<file path="src/hplr_pkg.sv">
package hplr_pkg;
  // Register offsets within the configuration space
  localparam logic [7:0] LINE_SWAP_CONTROL_OFS   = 8'h0B;
  localparam logic [7:0] UNIQUE_ID_FIRST_OFS     = 8'h10;
  localparam logic [7:0] UNIQUE_ID_LAST_OFS      = 8'h1F;
  localparam logic [7:0] LANGUAGE_CODE_LOW_OFS   = 8'h20;
  // Field positions of the line swap control register
  localparam int         UPSTREAM_SWAP_BIT       = 0;
  localparam int         PORT_COUNT              = 5;
  localparam int         OVERRIDE_ENABLE_BIT     = 7;
  // Reset values
  localparam logic [7:0] LINE_SWAP_CONTROL_RST   = 8'h00;
  localparam logic [7:0] LANGUAGE_CODE_LOW_RST   = 8'h09;
  // Fixed language code high byte, held outside this block
  localparam logic [7:0] LANGUAGE_CODE_HIGH_RST  = 8'h04;
  // Identifier value; arbitrary, replaced per part in production
  localparam logic [127:0] UNIQUE_ID_DEFAULT     = 128'h0123456789AB_4CDE_8F01_23456789ABCD;
endpackage : hplr_pkg

</file>
<file path="src/hplr_line_swap.sv">
`timescale 1ns/10ps
`default_nettype none
// One port's plus/minus exchange, registered so the mapping switches cleanly
module hplr_line_swap (
  input  wire logic clk_sys_i,
  input  wire logic rstn_i,
  input  wire logic swap_i,
  input  wire logic core_plus_i,
  input  wire logic core_minus_i,
  output logic      usb_plus_line_o,
  output logic      usb_minus_line_o
);
  logic plus_nxt;
  logic minus_nxt;

  // Cross the pair when swapped, straight through otherwise
  assign plus_nxt  = swap_i ? core_minus_i : core_plus_i;
  assign minus_nxt = swap_i ? core_plus_i  : core_minus_i;

  // Outputs come from flops; a swap change lands on the next edge
  always_ff @(posedge clk_sys_i) begin
    if (!rstn_i) begin
      usb_plus_line_o  <= 1'b0;
      usb_minus_line_o <= 1'b0;
    end else begin
      usb_plus_line_o  <= plus_nxt;
      usb_minus_line_o <= minus_nxt;
    end
  end
endmodule : hplr_line_swap
`default_nettype wire

</file>
<file path="src/hplr_regs.sv">
// Operation
// - Clear swap bit keeps a port's plus and minus lines as wired.
// - Set swap bit exchanges the port's plus and minus lines.
// - Bit 0 is upstream; bits 1 to 4 are downstream ports 1 to 4.
// - Swap bits ignore writes unless the same write sets the override enable to 1.
// - With override enable 0, swap bits read the one-time-programmed values.
// - Sixteen read-only identifier bytes at 10h-1Fh feed the Container ID.
// - The device supplies the identifier, formatted as an RFC 4122 UUID.
// - Language low byte register is the low byte of index 0 language code.
// - Language low byte resets to 09h, giving code 0409h.
// - Exactly one language code is reported, from the low/high pair.
// - Language low byte writable only while string override enable is 1.
// - Override enable is bit 7; when set, swap bits come from loader writes.
// - One write may set the enable and the swap bits together.
`timescale 1ns/10ps
`default_nettype none
module hplr_regs
(
  input  wire logic                         clk_sys_i,
  input  wire logic                         rstn_i,
  // Register access from the loader or SMBus engine
  input  wire logic                         reg_wr_i,
  input  wire logic                         reg_rd_i,
  input  wire logic [7:0]                   reg_addr_i,
  input  wire logic [7:0]                   reg_wdata_i,
  output logic      [7:0]                   reg_rdata_o,
  output logic                              reg_rvalid_o,
  // Configuration straps and one-time-programmed values
  input  wire logic                         string_override_enable_i,
  input  wire logic [hplr_pkg::PORT_COUNT-1:0] otp_line_swap_i,
  // Core-side and USB-side line values per port, index as the swap bits
  input  wire logic [hplr_pkg::PORT_COUNT-1:0] core_plus_i,
  input  wire logic [hplr_pkg::PORT_COUNT-1:0] core_minus_i,
  output logic      [hplr_pkg::PORT_COUNT-1:0] usb_plus_line_o,
  output logic      [hplr_pkg::PORT_COUNT-1:0] usb_minus_line_o,
  // Descriptor feeds
  output logic      [127:0]                 container_id_o,
  output logic      [15:0]                  language_code_o
);
  import hplr_pkg::*;

  logic                  line_swap_override_enable_r;
  logic [PORT_COUNT-1:0] line_swap_custom_r;
  logic [7:0]            language_code_low_byte_r;
  logic [PORT_COUNT-1:0] line_swap_eff;
  logic                  hit_swap;
  logic                  hit_id;
  logic                  hit_lang;
  logic [3:0]            id_index;
  logic [7:0]            id_byte;
  logic [7:0]            rdata_nxt;
  logic                  swap_wr;
  logic                  lang_wr;
  logic                  new_enable;
  logic                  upstream_line_swap;
  logic                  downstream1_line_swap;
  logic                  downstream2_line_swap;
  logic                  downstream3_line_swap;
  logic                  downstream4_line_swap;

  // Address decode
  assign hit_swap = (reg_addr_i == LINE_SWAP_CONTROL_OFS);
  assign hit_id   = (reg_addr_i >= UNIQUE_ID_FIRST_OFS) && (reg_addr_i <= UNIQUE_ID_LAST_OFS);
  assign hit_lang = (reg_addr_i == LANGUAGE_CODE_LOW_OFS);
  assign id_index = reg_addr_i[3:0];

  // Write qualifiers; the enable bit in the same write opens the swap bits
  assign swap_wr    = reg_wr_i && hit_swap;
  assign new_enable = reg_wdata_i[OVERRIDE_ENABLE_BIT];
  assign lang_wr    = reg_wr_i && hit_lang && string_override_enable_i;

  // Effective mapping: OTP while locked, custom value when overridden
  assign line_swap_eff = line_swap_override_enable_r ? line_swap_custom_r : otp_line_swap_i;

  // Named per-port views of the swap field
  assign upstream_line_swap    = line_swap_eff[UPSTREAM_SWAP_BIT];
  assign downstream1_line_swap = line_swap_eff[1];
  assign downstream2_line_swap = line_swap_eff[2];
  assign downstream3_line_swap = line_swap_eff[3];
  assign downstream4_line_swap = line_swap_eff[4];

  // Identifier byte N is taken from the top so byte 0 is most significant
  assign id_byte = container_id_o[127 - 8*id_index -: 8];

  // Read mux; unmapped addresses and reserved bits read zero
  assign rdata_nxt = hit_swap ? {line_swap_override_enable_r, 2'b00, line_swap_eff} :
                     hit_id   ? id_byte :
                     hit_lang ? language_code_low_byte_r : 8'h00;

  // Swap control register
  always_ff @(posedge clk_sys_i) begin
    if (!rstn_i) begin
      line_swap_override_enable_r <= LINE_SWAP_CONTROL_RST[OVERRIDE_ENABLE_BIT];
      line_swap_custom_r          <= LINE_SWAP_CONTROL_RST[PORT_COUNT-1:0];
    end else if (swap_wr) begin
      line_swap_override_enable_r <= new_enable;
      if (new_enable) begin
        line_swap_custom_r <= reg_wdata_i[PORT_COUNT-1:0];
      end
    end
  end

  // Language low byte register
  always_ff @(posedge clk_sys_i) begin
    if (!rstn_i) begin
      language_code_low_byte_r <= LANGUAGE_CODE_LOW_RST;
    end else if (lang_wr) begin
      language_code_low_byte_r <= reg_wdata_i;
    end
  end

  // Read data and descriptor outputs, all registered
  always_ff @(posedge clk_sys_i) begin
    if (!rstn_i) begin
      reg_rdata_o     <= 8'h00;
      reg_rvalid_o    <= 1'b0;
      container_id_o  <= UNIQUE_ID_DEFAULT;
      language_code_o <= {LANGUAGE_CODE_HIGH_RST, LANGUAGE_CODE_LOW_RST};
    end else begin
      reg_rdata_o     <= reg_rd_i ? rdata_nxt : 8'h00;
      reg_rvalid_o    <= reg_rd_i;
      container_id_o  <= UNIQUE_ID_DEFAULT;
      language_code_o <= {LANGUAGE_CODE_HIGH_RST, language_code_low_byte_r};
    end
  end

  // One swapper per port; the registered stage settles the map ahead of use
  genvar p;
  generate
    for (p = 0; p < PORT_COUNT; p++) begin : g_port
      hplr_line_swap u_swap (
        .clk_sys_i       (clk_sys_i),
        .rstn_i          (rstn_i),
        .swap_i          (line_swap_eff[p]),
        .core_plus_i     (core_plus_i[p]),
        .core_minus_i    (core_minus_i[p]),
        .usb_plus_line_o (usb_plus_line_o[p]),
        .usb_minus_line_o(usb_minus_line_o[p])
      );
    end
  endgenerate

  // Checks
  swap_locked_a: assert property (@(posedge clk_sys_i) disable iff (!rstn_i)
    swap_wr && !new_enable |=> $stable(line_swap_custom_r))
    else $error("swap bits changed without enable");
  swap_same_write_a: assert property (@(posedge clk_sys_i) disable iff (!rstn_i)
    swap_wr && new_enable |=> line_swap_custom_r == $past(reg_wdata_i[PORT_COUNT-1:0]))
    else $error("swap bits not taken with enable");
  otp_view_a: assert property (@(posedge clk_sys_i) disable iff (!rstn_i)
    !line_swap_override_enable_r |-> line_swap_eff == otp_line_swap_i)
    else $error("locked swap bits do not show OTP");
  lang_locked_a: assert property (@(posedge clk_sys_i) disable iff (!rstn_i)
    reg_wr_i && hit_lang && !string_override_enable_i |=> $stable(language_code_low_byte_r))
    else $error("language byte written while locked");
  lang_report_a: assert property (@(posedge clk_sys_i) disable iff (!rstn_i)
    ##1 language_code_o == {LANGUAGE_CODE_HIGH_RST, $past(language_code_low_byte_r)})
    else $error("language code not from low byte");
  straight_map_a: assert property (@(posedge clk_sys_i) disable iff (!rstn_i)
    !upstream_line_swap |=> usb_plus_line_o[0] == $past(core_plus_i[0]))
    else $error("unswapped upstream pair crossed");
  swapped_map_a: assert property (@(posedge clk_sys_i) disable iff (!rstn_i)
    downstream4_line_swap |=> usb_plus_line_o[4] == $past(core_minus_i[4]))
    else $error("swapped port 4 pair not crossed");
  id_read_a: assert property (@(posedge clk_sys_i) disable iff (!rstn_i)
    reg_rd_i && reg_addr_i == UNIQUE_ID_FIRST_OFS |=> reg_rdata_o == UNIQUE_ID_DEFAULT[127:120])
    else $error("identifier byte 0 misread");
  lang_reset_a: assert property (@(posedge clk_sys_i)
    !rstn_i |=> language_code_low_byte_r == LANGUAGE_CODE_LOW_RST)
    else $error("language byte reset value wrong");
  swap_bits_a: assert property (@(posedge clk_sys_i) disable iff (!rstn_i)
    reg_rd_i && hit_swap |=> reg_rdata_o[6:5] == 2'b00 && reg_rdata_o[3] == $past(downstream3_line_swap))
    else $error("swap register layout wrong");
  swap_mid_a: assert property (@(posedge clk_sys_i) disable iff (!rstn_i)
    reg_rd_i && hit_swap |=> reg_rdata_o[2:1] == $past({downstream2_line_swap, downstream1_line_swap}))
    else $error("swap register middle bits wrong");
  // Read answers stand exactly one cycle, and the bus reads zero otherwise
  read_valid_a: assert property (@(posedge clk_sys_i) disable iff (!rstn_i)
    reg_rd_i |=> reg_rvalid_o)
    else $error("read not answered");
  read_idle_a: assert property (@(posedge clk_sys_i) disable iff (!rstn_i)
    !reg_rd_i |=> !reg_rvalid_o && reg_rdata_o == 8'h00)
    else $error("read data not quiet");
  // A write with the enable clear relocks the ports to the OTP values
  swap_relock_a: assert property (@(posedge clk_sys_i) disable iff (!rstn_i)
    swap_wr && !new_enable |=> !line_swap_override_enable_r)
    else $error("override enable not cleared");
  lang_write_a: assert property (@(posedge clk_sys_i) disable iff (!rstn_i)
    lang_wr |=> language_code_low_byte_r == $past(reg_wdata_i))
    else $error("language byte write lost");
  id_last_a: assert property (@(posedge clk_sys_i) disable iff (!rstn_i)
    reg_rd_i && reg_addr_i == UNIQUE_ID_LAST_OFS |=> reg_rdata_o == UNIQUE_ID_DEFAULT[7:0])
    else $error("identifier byte 15 misread");
  swap_minus_a: assert property (@(posedge clk_sys_i) disable iff (!rstn_i)
    upstream_line_swap |=> usb_minus_line_o[0] == $past(core_plus_i[0]))
    else $error("swapped upstream minus not crossed");
endmodule : hplr_regs
`default_nettype wire

</file>
<file path="config.mk">
export PLATFORM = sky130hd
export DESIGN_NAME = hplr_regs
export DESIGN_NICKNAME = d
export VERILOG_FILES = /design/src/hplr_pkg.sv /design/src/hplr_line_swap.sv /design/src/hplr_regs.sv
export SDC_FILE = /design/constraint.sdc
export NUM_CORES = 1
export LEC_CHECK = 0
export BUFFER_PORTS_ARGS = -buffer_cell sky130_fd_sc_hd__buf_4
export CAP_MARGIN = 20
export CORE_MARGIN = 10
export CORE_UTILIZATION = 45
export DETAILED_ROUTE_END_ITERATION = 8
export PLACE_DENSITY = 0.87
export SLEW_MARGIN = 20
export SYNTH_ARGS = -nofsm -noshare
export SYNTH_HDL_FRONTEND = slang
export SYNTH_HIERARCHICAL = 1
export SYNTH_SLANG_ARGS = --single-unit
</file>
<file path="constraint.sdc">
create_clock -name clk_sys_i -period 2.7 [get_ports clk_sys_i]
set_input_delay 0.54 -clock clk_sys_i [delete_from_list [all_inputs] [get_ports clk_sys_i]]
set_output_delay 0.54 -clock clk_sys_i [all_outputs]
set_load 0.02 [all_outputs]
</file>
==> flow_summary_export.csv <==
group,metric,value,unit
outcome,outcome,"finished clean",
pwr,switching_share,0.323,
sta,worstMarginPinSlew,0.615,ns
sta,unrepaired_setup_endpoints_after_global_routing,"no",
die,dieWidth,98.9,µm
cells_and_area,multi_input_area,1380,µm²
worst_setup_path,cp_num_buf_inv,2,
clock_network,post_cts_hold_buffer_count,0,
sta,fin_worst_skew,0.00545,ns
cells_and_area,final_area,2900,µm²
global_route,globalRouteTotalUtil,0.127,
detailed_routing,detailedRoute.firstPassIterationCount,4,
worst_setup_path,crit_path_top_delay_cell,"nand4_1",
worst_setup_path,worst_path_dominant_cell_family,"simple AND/OR/NAND/NOR gates",
logic_synthesis,sequential_to_total_area_share_from_yosys_stat,0.293,
detailed_routing,violation_count_after_the_first_detailed_routing_iteration,78,
sta,hold_violations,0,
global_route,largest_net_degree_at_the_start_of_global_routing,36,
detailed_routing,drt-wirelength-per-cell,15.1,µm
pwr,share_clk_of_total_power,0.350,
placement,place.port_buffers,62,
placement,place.gp.congestion,0.886,
logic_synthesis,synth-warning-count,6,
worst_setup_path,worstPathMaxFanout,14,
placement,dpl-instance-area,2780,µm²
pwr,switching_power,0.473,mW
logic_synthesis,synth_top_cell_area_share,0.364,
pwr,power-per-cell-area,505,nW/µm²
logic_synthesis,yosysTopAreaCell,"buf_4",
cells_and_area,finalNetCount,413,
clock_network,clock_transition_at_path_regs,0.07,ns
worst_setup_path,required_time_at_the_worst_slack_endpoint,2.87,ns
sta,min_period_over_period,0.678,
detailed_routing,antenna_violating_nets_post_route,0,
pwr,seq_power_share,0.423,
global_route,antenna_found_initial,0,
die,rows,28,
sta,timing.slew.headroom,0.589,
detailed_routing,dr_total_vias,1830,
clock_network,clock_insertion_delay_worst_skew,0.29,ns
worst_setup_path,critPathMaxStageDelay,0.51,ns
logic_synthesis,synthesis.area,2800,µm²
die,dieHeight,98.9,µm
clock_network,cts_sinks,41,
clock_network,cts_buffer_depth,2,
placement,hpwlAfterDp,5830,µm
clock_network,numCtsBuffers,5,
die,coreArea,5990,µm²
worst_setup_path,criticalPathCategory,"in2reg",
worst_setup_path,critPathLaunchType,"input pin",
pwr,p_int,0.993,mW
worst_setup_path,cp_data_arrival_time,2.00,ns
global_route,first_pass_grt_wire_length,10400,µm
clock_network,cts_setup_buffers,0,
sta,report.final.setup_viol,0,
die,die-area,9780,µm²
global_route,vias_in_the_first_global_route,2113,
sta,fmax,0.546,GHz
cells_and_area,regArea,821,µm²
logic_synthesis,synth-async-reset-ratio,0,
die,top_level_pins,199,
logic_synthesis,synthesis.instances,314,
detailed_routing,drc,0,
cells_and_area,drive_above_1_share,0.220,
detailed_routing,wirelength,6770,µm
cells_and_area,layout.cells.most_common_list,"conb_1 (136), buf_4 (62), dfxtp_1 (41), nand2_1 (19), mux2i_1 (14)",
sta,final.setup.tns,0,ns
pwr,leakage,1.53,nW
worst_setup_path,crit_path_cell_trace,"buf_4, inv_1, ha_1, and2b_1, nand4_1, mux2i_1, nand2_1",
logic_synthesis,cells_taking_the_most_area_after_synthesis,"buf_4 (36%), dfxtp_1 (29%), mux2i_1 (5.0%)",
run,maxCapViolations,0,
logic_synthesis,synth_seq_cells,41,
sta,finalMaxSlewViolations,0,
cells_and_area,antenna_cells,0,
min_path,holdCritPathClass,"reg2reg",
cells_and_area,num-fill-cells,551,
logic_synthesis,synth_enable_flop_cells,0,
clock_network,ctsHtreeMaxLevel,2,
cells_and_area,area_growth,3.62,%
detailed_routing,vias_per_cell,4.08,
cells_and_area,mostFrequentLayoutCell,"conb_1",
pwr,irDropWorstVdd,0.413,mV
pwr,power_frac_comb,0.228,
sta,finalCriticalPeriod,1.83,ns
logic_synthesis,postSynth.topFlopCell,"dfxtp_1",
worst_setup_path,end_kind,"register",
clock_network,clock_root_buffer,"clkbuf_8",
clock_network,cts_resized,0,
logic_synthesis,syn_area_per_cell,8.92,µm²
global_route,globalRoute.totalOverflow,0,
clock_network,cts_tree,"done",
logic_synthesis,post_synth_num_cell_types,40,
die,initial_utilization,0.468,
[cells by family after synthesis]
kind of cell,synth area share
AND/OR/NAND/NOR,0.133
adder cells (fa/ha/maj),0.0223
flip-flops,0.293
AO/OA/AOI/OAI,0.0862
buffers and inverters,0.394
multiplexers,0.0661
other,0.00268
XOR/XNOR,0.00313
[flip-flops by register name, indices dropped and copies added, names as in the netlist]
signal,count
g_port.u_swap/usb_minus_line_o,5
g_port.u_swap/usb_plus_line_o,5
language_code_low_byte_r,8
language_code_o,8
line_swap_custom_r,5
line_swap_override_enable_r,1
reg_rdata_o,8
reg_rvalid_o,1
[metal layers]
metal | global-route usage | wire length [µm] | share of wire
met1 | 0.123 | 2530 | 0.37
met2 | 0.227 | 3500 | 0.52
met3 | 0.0580 | 626 | 0.092
met4 | 0.0496 | 116 | 0.017
met5 | 0 | 0 | 0
[path summary, 6_finish.rpt]
check	start	end	slack, ns	cells after the start
min	line_swap_custom_r[3]	line_swap_custom_r[3]	0.46	2
max reg2reg	line_swap_override_enable_r	g_port[3].u_swap/usb_plus_line_o	1.33	4
max	reg_addr_i[0]	language_code_low_byte_r[0]	0.87	7
min reg2reg	line_swap_custom_r[3]	line_swap_custom_r[3]	0.46	2
[area by class of cell]
class                   count  share of cell area
clock buffers               6              0.0284
repair buffers             62               0.160
inverters                   6             0.00776
flip-flops and latches     41               0.283
multi-input cells         256               0.475
clock inverters             2              0.0129
well taps                  75              0.0323
[synth_stat cells, drive strengths merged (3+ instances only)]
master / n
buf: 142
dfxtp: 41
nand2: 19
o21ai: 15
mux2i: 14
nor2b: 11
and2: 7
nand3: 7
inv: 6
ha: 5
a21oi: 4
a221o: 4
mux2: 4
o211a: 4
clkbuf: 3
nand2b: 3
nor2: 3
[power groups by stage]
| stage | Sequential (mW) | Clock [mW] | Combinational, mW |
|---|---|---|---|
| 2_1_floorplan | 0.649 | 0 | 0.374 |
| 3_3_place_gp | 0.633 | 0 | 0.314 |
| 3_5_place_dp | 0.634 | 0 | 0.320 |
| 4_1_cts | 0.620 | 0.520 | 0.320 |
| 5_1_grt | 0.621 | 0.548 | 0.358 |
| 6_report | 0.620 | 0.513 | 0.334 |
[stage by stage]
stage	hold slack (ns)	utilization	setup WS, ns	cells	power (mW)
after floorplan	0.433	-	0.906	448	1.02
after global placement	0.443	0.464	0.677	440	0.948
after detailed placement	0.454	0.464	0.615	440	0.954
after CTS	0.466	0.485	0.856	448	1.46
after global routing	0.484	0.485	0.741	448	1.53
final	0.463	0.485	0.869	448	1.47
[worst register-to-register path, delay by kind of cell (launching register included)]
| family | cells | cell delay [ns] |
|---|---|---|
| flops | 1 | 0.49 |
| mux | 2 | 0.56 |
| simple gates | 1 | 0.06 |
| buf+inv | 1 | 0.16 |
Power figures use the tool's default switching activity.
